File: src/reload_timer_pkg.sv
// Package of register map, field positions and timing constants
package reload_timer_pkg;

   // ****************************************************************
   // Register byte addresses
   // ****************************************************************
   localparam logic [7:0] ADDR_CTRL       = 8'hC8;
   localparam logic [7:0] ADDR_RELOAD_LO  = 8'hCA;
   localparam logic [7:0] ADDR_RELOAD_HI  = 8'hCB;
   localparam logic [7:0] ADDR_COUNT_LO   = 8'hCC;
   localparam logic [7:0] ADDR_COUNT_HI   = 8'hCD;
   localparam logic [7:0] ADDR_CLKSEL     = 8'hD0;
   localparam logic [7:0] ADDR_IRQ_STATUS = 8'hD4;
   localparam logic [7:0] ADDR_IRQ_MASK   = 8'hD8;

   // ****************************************************************
   // Control, clock-select and status register fields
   // ****************************************************************
   localparam int CTRL_HI_FLAG  = 7;
   localparam int CTRL_LO_FLAG  = 6;
   localparam int CTRL_LO_IEN   = 5;
   localparam int CTRL_CAP_EN   = 4;
   localparam int CTRL_SPLIT    = 3;
   localparam int CTRL_RUN      = 2;
   localparam int CTRL_CAP_SRC  = 1;
   localparam int CTRL_EXT_SEL  = 0;
   localparam int CLKSEL_HI     = 1;
   localparam int CLKSEL_LO     = 0;
   localparam int STAT_HI_OVF   = 0;
   localparam int STAT_LO_OVF   = 1;
   localparam int STAT_CAPTURE  = 2;

   // ****************************************************************
   // Reset values and dividers
   // ****************************************************************
   localparam logic [7:0] CTRL_RESET   = 8'h00;
   localparam logic [7:0] BYTE_RESET   = 8'h00;
   localparam logic [2:0] STAT_RESET   = 3'h0;
   localparam int         SYS_DIV      = 12;
   localparam int         EXT_DIV      = 8;
   localparam logic [7:0] BYTE_MAX     = 8'hFF;

   typedef enum logic [1:0] {
      MODE_RELOAD16 = 2'b00,
      MODE_RELOAD8  = 2'b01,
      MODE_CAPT16   = 2'b10,
      MODE_CAPT8    = 2'b11
   } timer_mode_t;

endpackage
File: src/edge_sync.sv
// Two-stage synchroniser with falling-edge pulse output
`timescale 1ns/1ps
module edge_sync (
   input  wire logic mclk_i,
   input  wire logic rst_i,
   input  wire logic async_i,
   output logic      level_o,
   output logic      fall_o
);
   logic meta_r;
   logic sync_r;
   logic last_r;

   // ****************************************************************
   // Synchroniser and edge detector
   // ****************************************************************
   always_ff @(posedge mclk_i) begin
      if (rst_i) begin
         meta_r <= 1'b0;
         sync_r <= 1'b0;
         last_r <= 1'b0;
      end else begin
         meta_r <= async_i;
         sync_r <= meta_r;
         last_r <= sync_r;
      end
   end

   assign level_o = sync_r;
   assign fall_o  = last_r & ~sync_r;
endmodule

File: src/pulse_divider.sv
// Divider producing a one-cycle enable every DIV qualifying ticks
`timescale 1ns/1ps
module pulse_divider #(
   parameter int DIV = 12
) (
   input  wire logic mclk_i,
   input  wire logic rst_i,
   input  wire logic tick_i,
   output logic      pulse_o
);
   localparam int W = $clog2(DIV);
   localparam logic [W-1:0] LAST = W'(DIV - 1);
   logic [W-1:0] cnt_r;

   // ****************************************************************
   // Modulo counter
   // ****************************************************************
   always_ff @(posedge mclk_i) begin
      if (rst_i) begin
         cnt_r <= '0;
      end else if (tick_i) begin
         cnt_r <= (cnt_r == LAST) ? '0 : cnt_r + 1'b1;
      end
   end

   assign pulse_o = tick_i & (cnt_r == LAST);
endmodule

File: src/reload_capture_timer.sv
// Reload and capture timer with APB register access
`timescale 1ns/1ps
// Overview of operation
// Split and capture clear: 16-bit reload counter
// 16-bit wrap loads reload value, sets high flag
// 16-bit overflow requests interrupt when enabled
// Low-byte wrap also interrupts if low enable
// Split mode: two 8-bit reload counters
// Run bit gates high byte only in split
// Per-byte clock: system, /12, or external /8
// External clock synchronised before use
// Byte wraps set high and low flags
// Split interrupts: high, or either with enable
// Hardware never clears overflow flags
// Capture source: frame start or oscillator fall
// Capture 16-bit counts, latches into reload bytes
// Capture split: two 8-bit counters latched
// Run bit at position 2 stops or runs
// High flag set drives timer interrupt
// Request is high flag, gated low flag, or capture flag in capture
module reload_capture_timer (
   input  wire logic        mclk_i,
   input  wire logic        rst_i,
   input  wire logic        psel_i,
   input  wire logic        penable_i,
   input  wire logic        pwrite_i,
   input  wire logic [7:0]  paddr_i,
   input  wire logic [31:0] pwdata_i,
   input  wire logic [3:0]  pstrb_i,
   input  wire logic        ext_clk_i,
   input  wire logic        frame_start_i,
   input  wire logic        low_freq_osc_i,
   input  wire logic        timer_irq_en_i,
   output logic [31:0]      prdata_o,
   output logic             pready_o,
   output logic             pslverr_o,
   output logic             timer_req_o,
   output logic             irq_o
);
   import reload_timer_pkg::*;

   // ****************************************************************
   // State
   // ****************************************************************
   logic [7:0]  ctrl_r;
   logic [1:0]  clksel_r;
   logic [7:0]  count_lo_r;
   logic [7:0]  count_hi_r;
   logic [7:0]  reload_lo_r;
   logic [7:0]  reload_hi_r;
   logic [2:0]  stat_r;
   logic [2:0]  mask_r;
   logic [31:0] prdata_r;
   logic        pready_r;
   logic        pslverr_r;
   logic        timer_req_r;
   logic        irq_r;
   logic        sof_meta_r;
   logic        sof_sync_r;
   logic        sof_last_r;

   // ****************************************************************
   // Clock sources
   // ****************************************************************
   logic ext_fall;
   logic lfo_fall;
   logic sys_div_pulse;
   logic ext_div_pulse;

   edge_sync u_ext_sync (
      .mclk_i  (mclk_i),
      .rst_i   (rst_i),
      .async_i (ext_clk_i),
      .level_o (),
      .fall_o  (ext_fall)
   );

   edge_sync u_lfo_sync (
      .mclk_i  (mclk_i),
      .rst_i   (rst_i),
      .async_i (low_freq_osc_i),
      .level_o (),
      .fall_o  (lfo_fall)
   );

   pulse_divider #(.DIV(SYS_DIV)) u_sys_div (
      .mclk_i  (mclk_i),
      .rst_i   (rst_i),
      .tick_i  (1'b1),
      .pulse_o (sys_div_pulse)
   );


   pulse_divider #(.DIV(EXT_DIV)) u_ext_div (
      .mclk_i  (mclk_i),
      .rst_i   (rst_i),
      .tick_i  (ext_fall),
      .pulse_o (ext_div_pulse)
   );

   // ****************************************************************
   // Mode and tick decode
   // ****************************************************************
   wire         cap_en    = ctrl_r[CTRL_CAP_EN];
   wire         split     = ctrl_r[CTRL_SPLIT];
   wire         run       = ctrl_r[CTRL_RUN];
   wire         lo_ien    = ctrl_r[CTRL_LO_IEN];
   timer_mode_t mode;
   assign mode = timer_mode_t'({cap_en, split});

   wire slow_tick = ctrl_r[CTRL_EXT_SEL] ? ext_div_pulse
                                         : sys_div_pulse;
   wire lo_src  = clksel_r[CLKSEL_LO] ? 1'b1 : slow_tick;
   wire hi_src  = clksel_r[CLKSEL_HI] ? 1'b1 : slow_tick;

   // Split: low always runs, high gated by run bit
   wire lo_tick = split ? lo_src : (run & lo_src);
   wire lo_wrap = lo_tick & (count_lo_r == BYTE_MAX);
   wire hi_tick = split ? (run & hi_src) : lo_wrap;
   wire hi_wrap = hi_tick & (count_hi_r == BYTE_MAX);
   wire reload_on = ~cap_en;

   // Capture event selection
   wire sof_rise  = sof_sync_r & ~sof_last_r;
   wire cap_event = cap_en & (ctrl_r[CTRL_CAP_SRC] ? lfo_fall
                                                   : sof_rise);

   // ****************************************************************
   // APB decode
   // ****************************************************************
   wire apb_setup = psel_i & ~penable_i;
   wire apb_acc   = psel_i & penable_i & pready_r;
   wire wr_en     = apb_acc & pwrite_i & pstrb_i[0];
   wire hit_ctrl  = (paddr_i == ADDR_CTRL);
   wire hit_rl_lo = (paddr_i == ADDR_RELOAD_LO);
   wire hit_rl_hi = (paddr_i == ADDR_RELOAD_HI);
   wire hit_cn_lo = (paddr_i == ADDR_COUNT_LO);
   wire hit_cn_hi = (paddr_i == ADDR_COUNT_HI);
   wire hit_clks  = (paddr_i == ADDR_CLKSEL);
   wire hit_stat  = (paddr_i == ADDR_IRQ_STATUS);
   wire hit_mask  = (paddr_i == ADDR_IRQ_MASK);
   wire mapped    = hit_ctrl | hit_rl_lo | hit_rl_hi | hit_cn_lo |
                    hit_cn_hi | hit_clks | hit_stat | hit_mask;
   wire [7:0] wbyte = pwdata_i[7:0];

   logic [7:0] rd_mux;
   assign rd_mux = hit_ctrl  ? ctrl_r :
                   hit_rl_lo ? reload_lo_r :
                   hit_rl_hi ? reload_hi_r :
                   hit_cn_lo ? count_lo_r :
                   hit_cn_hi ? count_hi_r :
                   hit_clks  ? {6'h00, clksel_r} :
                   hit_stat  ? {5'h00, stat_r} :
                   hit_mask  ? {5'h00, mask_r} : 8'h00;

   // ****************************************************************
   // Next-state for counters and flags
   // ****************************************************************
   logic [7:0] count_lo_nxt;
   logic [7:0] count_hi_nxt;
   logic [7:0] ctrl_nxt;
   logic [2:0] stat_nxt;

   always_comb begin
      count_lo_nxt = count_lo_r;
      count_hi_nxt = count_hi_r;
      if (lo_tick) begin
         count_lo_nxt = count_lo_r + 8'h01;
      end
      if (hi_tick) begin
         count_hi_nxt = count_hi_r + 8'h01;
      end
      case (mode)
         MODE_RELOAD16: begin
            if (hi_wrap) begin
               count_lo_nxt = reload_lo_r;
               count_hi_nxt = reload_hi_r;
            end
         end
         MODE_RELOAD8: begin
            if (lo_wrap) begin
               count_lo_nxt = reload_lo_r;
            end
            if (hi_wrap) begin
               count_hi_nxt = reload_hi_r;
            end
         end
         MODE_CAPT16: begin
         end
         MODE_CAPT8: begin
         end
         default: begin
         end
      endcase
      if (wr_en && hit_cn_lo) begin
         count_lo_nxt = wbyte;
      end
      if (wr_en && hit_cn_hi) begin
         count_hi_nxt = wbyte;
      end
   end

   // Flags: hardware set wins over software write
   always_comb begin
      ctrl_nxt = ctrl_r;
      if (wr_en && hit_ctrl) begin
         ctrl_nxt = wbyte;
      end
      if (hi_wrap) begin
         ctrl_nxt[CTRL_HI_FLAG] = 1'b1;
      end
      if (lo_wrap) begin
         ctrl_nxt[CTRL_LO_FLAG] = 1'b1;
      end
   end

   always_comb begin
      stat_nxt = stat_r;
      if (wr_en && hit_stat) begin
         stat_nxt = stat_r & ~wbyte[2:0];
      end
      if (hi_wrap) begin
         stat_nxt[STAT_HI_OVF] = 1'b1;
      end
      if (lo_wrap) begin
         stat_nxt[STAT_LO_OVF] = 1'b1;
      end
      if (cap_event) begin
         stat_nxt[STAT_CAPTURE] = 1'b1;
      end
   end

   // Request: high flag, low flag when enabled, or capture flag in capture mode
   wire req_nxt = timer_irq_en_i &
                  (ctrl_nxt[CTRL_HI_FLAG] |
                   (ctrl_nxt[CTRL_LO_FLAG] & ctrl_nxt[CTRL_LO_IEN]) |
                   (cap_en & stat_nxt[STAT_CAPTURE]));

   wire irq_nxt = |(stat_nxt & mask_r);

   // ****************************************************************
   // Registers
   // ****************************************************************
   always_ff @(posedge mclk_i) begin
      if (rst_i) begin
         ctrl_r      <= CTRL_RESET;
         clksel_r    <= 2'h0;
         count_lo_r  <= BYTE_RESET;
         count_hi_r  <= BYTE_RESET;
         stat_r      <= STAT_RESET;
         mask_r      <= STAT_RESET;
         timer_req_r <= 1'b0;
         irq_r       <= 1'b0;
      end else begin
         ctrl_r      <= ctrl_nxt;
         count_lo_r  <= count_lo_nxt;
         count_hi_r  <= count_hi_nxt;
         stat_r      <= stat_nxt;
         timer_req_r <= req_nxt;
         irq_r       <= irq_nxt;
         if (wr_en && hit_clks) begin
            clksel_r <= wbyte[1:0];
         end
         if (wr_en && hit_mask) begin
            mask_r <= wbyte[2:0];
         end
      end
   end

   // Reload bytes: software write, or capture latch
   always_ff @(posedge mclk_i) begin
      if (rst_i) begin
         reload_lo_r <= BYTE_RESET;
         reload_hi_r <= BYTE_RESET;
      end else if (cap_event) begin
         reload_lo_r <= count_lo_r;
         reload_hi_r <= count_hi_r;
      end else begin
         if (wr_en && hit_rl_lo) begin
            reload_lo_r <= wbyte;
         end
         if (wr_en && hit_rl_hi) begin
            reload_hi_r <= wbyte;
         end
      end
   end

   // Frame-start synchroniser, rising edge detected after stage two
   always_ff @(posedge mclk_i) begin
      if (rst_i) begin
         sof_meta_r <= 1'b0;
         sof_sync_r <= 1'b0;
         sof_last_r <= 1'b0;
      end else begin
         sof_meta_r <= frame_start_i;
         sof_sync_r <= sof_meta_r;
         sof_last_r <= sof_sync_r;
      end
   end

   // APB: no wait states, answer in first access cycle
   always_ff @(posedge mclk_i) begin
      if (rst_i) begin
         pready_r  <= 1'b0;
         pslverr_r <= 1'b0;
         prdata_r  <= 32'h0000_0000;
      end else begin
         pready_r  <= apb_setup;
         pslverr_r <= apb_setup & ~mapped;
         if (apb_setup) begin
            prdata_r <= (~pwrite_i) ? {24'h00_0000, rd_mux} : 32'h0000_0000;
         end
      end
   end

   assign prdata_o    = prdata_r;
   assign pready_o    = pready_r;
   assign pslverr_o   = pslverr_r;
   assign timer_req_o = timer_req_r;
   assign irq_o       = irq_r;

   // ****************************************************************
   // Assertions
   // ****************************************************************
   hi_flag_set_a: assert property (@(posedge mclk_i) disable iff (rst_i)
      hi_wrap |=> ctrl_r[CTRL_HI_FLAG])
      else $error("high flag not set on wrap");
   lo_flag_set_a: assert property (@(posedge mclk_i) disable iff (rst_i)
      lo_wrap |=> ctrl_r[CTRL_LO_FLAG])
      else $error("low flag not set on wrap");
   reload16_a: assert property (@(posedge mclk_i) disable iff (rst_i)
      (mode == MODE_RELOAD16 && hi_wrap && !wr_en)
      |=> {count_hi_r, count_lo_r} == $past({reload_hi_r, reload_lo_r}))
      else $error("16-bit reload not loaded");
   reload8_a: assert property (@(posedge mclk_i) disable iff (rst_i)
      (mode == MODE_RELOAD8 && lo_wrap && !wr_en)
      |=> count_lo_r == $past(reload_lo_r))
      else $error("8-bit low reload not loaded");
   lo_free_run_a: assert property (@(posedge mclk_i) disable iff (rst_i)
      (split && !run && clksel_r[CLKSEL_LO] && !wr_en &&
       count_lo_r != BYTE_MAX)
      |=> count_lo_r == $past(count_lo_r) + 8'h01)
      else $error("low byte stalled in split mode");
   hi_stop_a: assert property (@(posedge mclk_i) disable iff (rst_i)
      (!run && !wr_en) |=> $stable(count_hi_r))
      else $error("high byte moved while stopped");
   capture_a: assert property (@(posedge mclk_i) disable iff (rst_i)
      cap_event |=> reload_lo_r == $past(count_lo_r) &&
                    reload_hi_r == $past(count_hi_r))
      else $error("capture did not latch count");
   cap_wrap_a: assert property (@(posedge mclk_i) disable iff (rst_i)
      (mode == MODE_CAPT16 && hi_wrap && !wr_en)
      |=> {count_hi_r, count_lo_r} == 16'h0000)
      else $error("capture count did not wrap to zero");
   flag_hold_a: assert property (@(posedge mclk_i) disable iff (rst_i)
      (ctrl_r[CTRL_HI_FLAG] && !(wr_en && hit_ctrl))
      |=> ctrl_r[CTRL_HI_FLAG])
      else $error("high flag cleared by hardware");
   req_follow_a: assert property (@(posedge mclk_i) disable iff (rst_i)
      (timer_irq_en_i && ctrl_nxt[CTRL_HI_FLAG]) |=> timer_req_o)
      else $error("request missing with high flag");
   apb_wait_a: assert property (@(posedge mclk_i) disable iff (rst_i)
      apb_setup |=> pready_o)
      else $error("apb answer late");

   cov_reload16_c: cover property (@(posedge mclk_i)
      mode == MODE_RELOAD16 && hi_wrap);
   cov_split_c: cover property (@(posedge mclk_i)
      mode == MODE_RELOAD8 && lo_wrap && hi_wrap);
   cov_capture_c: cover property (@(posedge mclk_i) cap_event);
   cov_irq_c: cover property (@(posedge mclk_i) irq_o && timer_req_o);
endmodule

File: config.mk
export PLATFORM = sky130hd
export DESIGN_NAME = reload_capture_timer
export DESIGN_NICKNAME = d
export VERILOG_FILES = /design/src/reload_timer_pkg.sv /design/src/edge_sync.sv /design/src/pulse_divider.sv /design/src/reload_capture_timer.sv
export SDC_FILE = /design/constraint.sdc
export NUM_CORES = 1
export LEC_CHECK = 0
export BUFFER_PORTS_ARGS = -buffer_cell sky130_fd_sc_hd__buf_4
export CORE_MARGIN = 2
export CORE_UTILIZATION = 55
export DETAILED_ROUTE_END_ITERATION = 8
export GPL_ROUTABILITY_DRIVEN = 1
export GPL_TIMING_DRIVEN = 0
export PLACE_DENSITY = 0.79
export SYNTH_ARGS = -nofsm -noshare
export SYNTH_HDL_FRONTEND = slang
export SYNTH_SLANG_ARGS = --single-unit
File: constraint.sdc
create_clock -name mclk_i -period 2.68 [get_ports mclk_i]
set_clock_uncertainty 0.15 [all_clocks]
set_input_delay 0.536 -clock mclk_i [delete_from_list [all_inputs] [get_ports mclk_i]]
set_output_delay 0.536 -clock mclk_i [all_outputs]
set_load 0.1 [all_outputs]
==> results.tsv <==
metric	value	unit
run status	finished, final reports clean	
Worst-Skew Late Latency	0.36	ns
first-pass GRT wire length	19600	um
GRT Total Usage	30.0	%
crit-path most repeated cell	ha_1	
ANT nets after route	0	
I/O Buffers	35	
Setup TNS	0	ns
number of max-cap violations	0	
post-synthesis mux area share	8.49	%
grt ovf	0	
Longest Clk Path Bufs	2	
CP Launch Type	flip-flop	
max_slew headroom	35.5	%
vias per inst	6.00	
synthesis-to-finish area growth	16.6	%
Detailed Place HPWL	9140	um
Synth area leaders	dfxtp_1 (36%), mux2i_1 (7.2%), buf_4 (4.6%)	
Simple-Gate Fraction of Synth Area	24.3	%
layout cells sized above 1	19.7	%
DIE AREA	0.00835	mm2
slowest stage delay, CP	0.33	ns
critical path required time	2.78	ns
DRT iter0 DRCs	368	
EDFF count, synth	0	
pin count of the biggest net entering global routing	14	
final hold violation count	0	
DRC Markers	0	
Final nets	612	
TritonCTS Buffers	9	
CTS tree	built	
PwrDens	474	mW/mm2
n_diodes	0	
type of the tightest min-delay check	primary input to flip-flop	
synthesized instance count	482	
worst path cell trace	ha_1 -> ha_1 -> and4b_1 -> nor3_2 -> buf_2 -> nor4b_1 -> a31oi_4 -> buf_12 -> nor2_2 -> a221o_1	
worst vdd ir	0.000398	V
fmax	390	MHz
post-synth top area share	36.2	%
Final Max Tran Viols	0	
wire per inst	18.7	um
initial antenna violation count	0	
via count	3945	
critical path fanouts, max	10	
largest area contributor in the netlist	dfxtp_1	
Crit Path Category	flip-flop to flip-flop	
Core ar.	0.00733	mm2
RSZ-0062 raised after global routing	yes	
RePlAce Congestion	0.991	
Slew @ Worst Pin	0.958	ns
Yosys warning count	0	
vias in the first global route	3813	
Worst setup EP type	flip-flop	
CTS root buffer	clkbuf_8	
synth cell count leaders	dfxtp_1 (76), nor2_1 (52), nand2_1 (43)	
Resized Gates After CTS	0	
clock sink count	76	
I/O pins	89	
Synth Area in Adders	1.49	%
Syn Std Cell Area	0.00420	mm2
syn avg cell area	8.71	um2
sequential-to-total area share from yosys stat	36.2	%
post-CTS setup buffer count	0	
dpl cell area	0.00467	mm2
Synth Flop Type	dfxtp_1	
Finished Cell Area	0.00489	mm2
most common cell in the synthesized netlist	dfxtp_1	
Tcrit/Tclk final	95.8	%
final non-filler cell total	658	
H-tree depth	3	
static leakage	2.01	nW
# setup viols final	0	
Distinct cells, synth	65	
Yosys reg bits	76	
CP max stage cell	dfxtp_1	
Synth async-reset ratio	0	%
hold buffer count at CTS	0	
Pre-antenna DRT Iters	8	
Starting Density	57.3	%
Synth Area in XOR/XNOR	2.71	%
Synth Area in Compound Gates	18.6	%
largest family of logic cells by synthesized area	simple AND/OR/NAND/NOR gates	
row cnt	31	
CP arrival	2.67	ns
cell count after placement	639	
Reg clk slew, reported paths	0.08	ns
WL final	12300	um
Pwr Total	2.32	mW
die width	91.4	um
die span in y	91.4	um
post-layout min period	2.57	ns
[power breakdown]
part	total [mW]	internal (mW)	switching, mW
sequential	1.14	1.14	0.00546
clock	0.854	0.392	0.461
combinational	0.322	0.0782	0.244
total	2.32	1.61	0.711
[cell usage in the layout (no fill, tap or decap), drive strengths merged, types with 4 or more instances in the layout]
master / Yosys / routed
a211oi: 20 / 20
a21oi: 29 / 29
a221o: 7 / 7
a22o: 4 / 4
and2: 5 / 5
buf: 35 / 73
clkbuf: 15 / 27
conb: 1 / 24
dfxtp: 76 / 76
ha: 5 / 5
inv: 9 / 10
mux2: 5 / 5
mux2i: 30 / 30
nand2: 43 / 43
nand3: 12 / 12
nand3b: 8 / 8
nand4: 4 / 4
nor2: 53 / 53
nor2b: 11 / 11
nor3: 11 / 11
nor3b: 5 / 5
nor4: 7 / 7
nor4b: 4 / 4
o21ai: 19 / 19
or3: 4 / 4
xor2: 10 / 10
[routing by layer]
layer	vias to the layer above	track usage (%)	routed length, um
li1	1843	-	-
met1	1864	38.7	5140
met2	202	48.9	5830
met3	36	5.15	962
met4	0	14.0	378
met5	-	0	0
[worst max-delay path: cells and delay by family (launching register included)]
family	cells	cell delay, ns
AO/OA/AOI/OAI	2	0.49
AND/OR/NAND/NOR	4	0.67
flip-flops	1	0.33
adder cells (fa/ha/maj)	2	0.40
buffers and inverters	2	0.42
[path summary, 6_finish.rpt]
kind                                          from                end  slack [ns]  cells after the start
worst min register to register  u_lfo_sync.level_o  u_lfo_sync.last_r        0.29                      2
worst max-delay path            u_ext_div.cnt_r[0]      count_lo_r[2]        0.11                     10
worst min-delay path                low_freq_osc_i  u_lfo_sync.meta_r        0.24                      2
worst max register to register  u_ext_div.cnt_r[0]      count_lo_r[2]        0.11                     10
[stage by stage]
| step | hold WS, ns | setup WS, ns | util (%) |
|---|---|---|---|
| finish | 0.245 | 0.114 | 66.8 |
| global route | 0.252 | -0.0202 | 66.8 |
| CTS | 0.247 | 0.0542 | 66.3 |
| detailed placement | 0.285 | -0.0582 | 63.7 |
| global placement | 0.273 | 0.00536 | 63.7 |
| floorplan | 0.264 | 0.152 | - |
[registers in the layout, summed over array words and instances (netlist names), 2 cells and up]
signal,flops
count_hi_r,8
count_lo_r,8
ctrl_r,8
prdata_o,8
reload_hi_r,8
reload_lo_r,8
u_sys_div.cnt_r,4
mask_r,3
stat_r,3
u_ext_div.cnt_r,3
clksel_r,2
[cell type report]
class,count,area [um2]
flip-flops and latches,76,1520
inverters,9,33.8
multi-input cells,370,2430
clock buffers,12,155
well taps,99,124
clock inverters,4,32.5
fillers,630,2440
plain buffers,50,303
repair buffers,38,298
[cells by family (layout without fill, tap and decap cells)]
logic type               after synthesis  in the layout
flip-flops                            76             76
AO/OA/AOI/OAI                        108            108
other                                  1             24
multiplexers                          35             35
buffers and inverters                 59            113
AND/OR/NAND/NOR                      185            185
adder cells (fa/ha/maj)                5              5
XOR/XNOR                              13             13
Power figures use the tool's default switching activity.
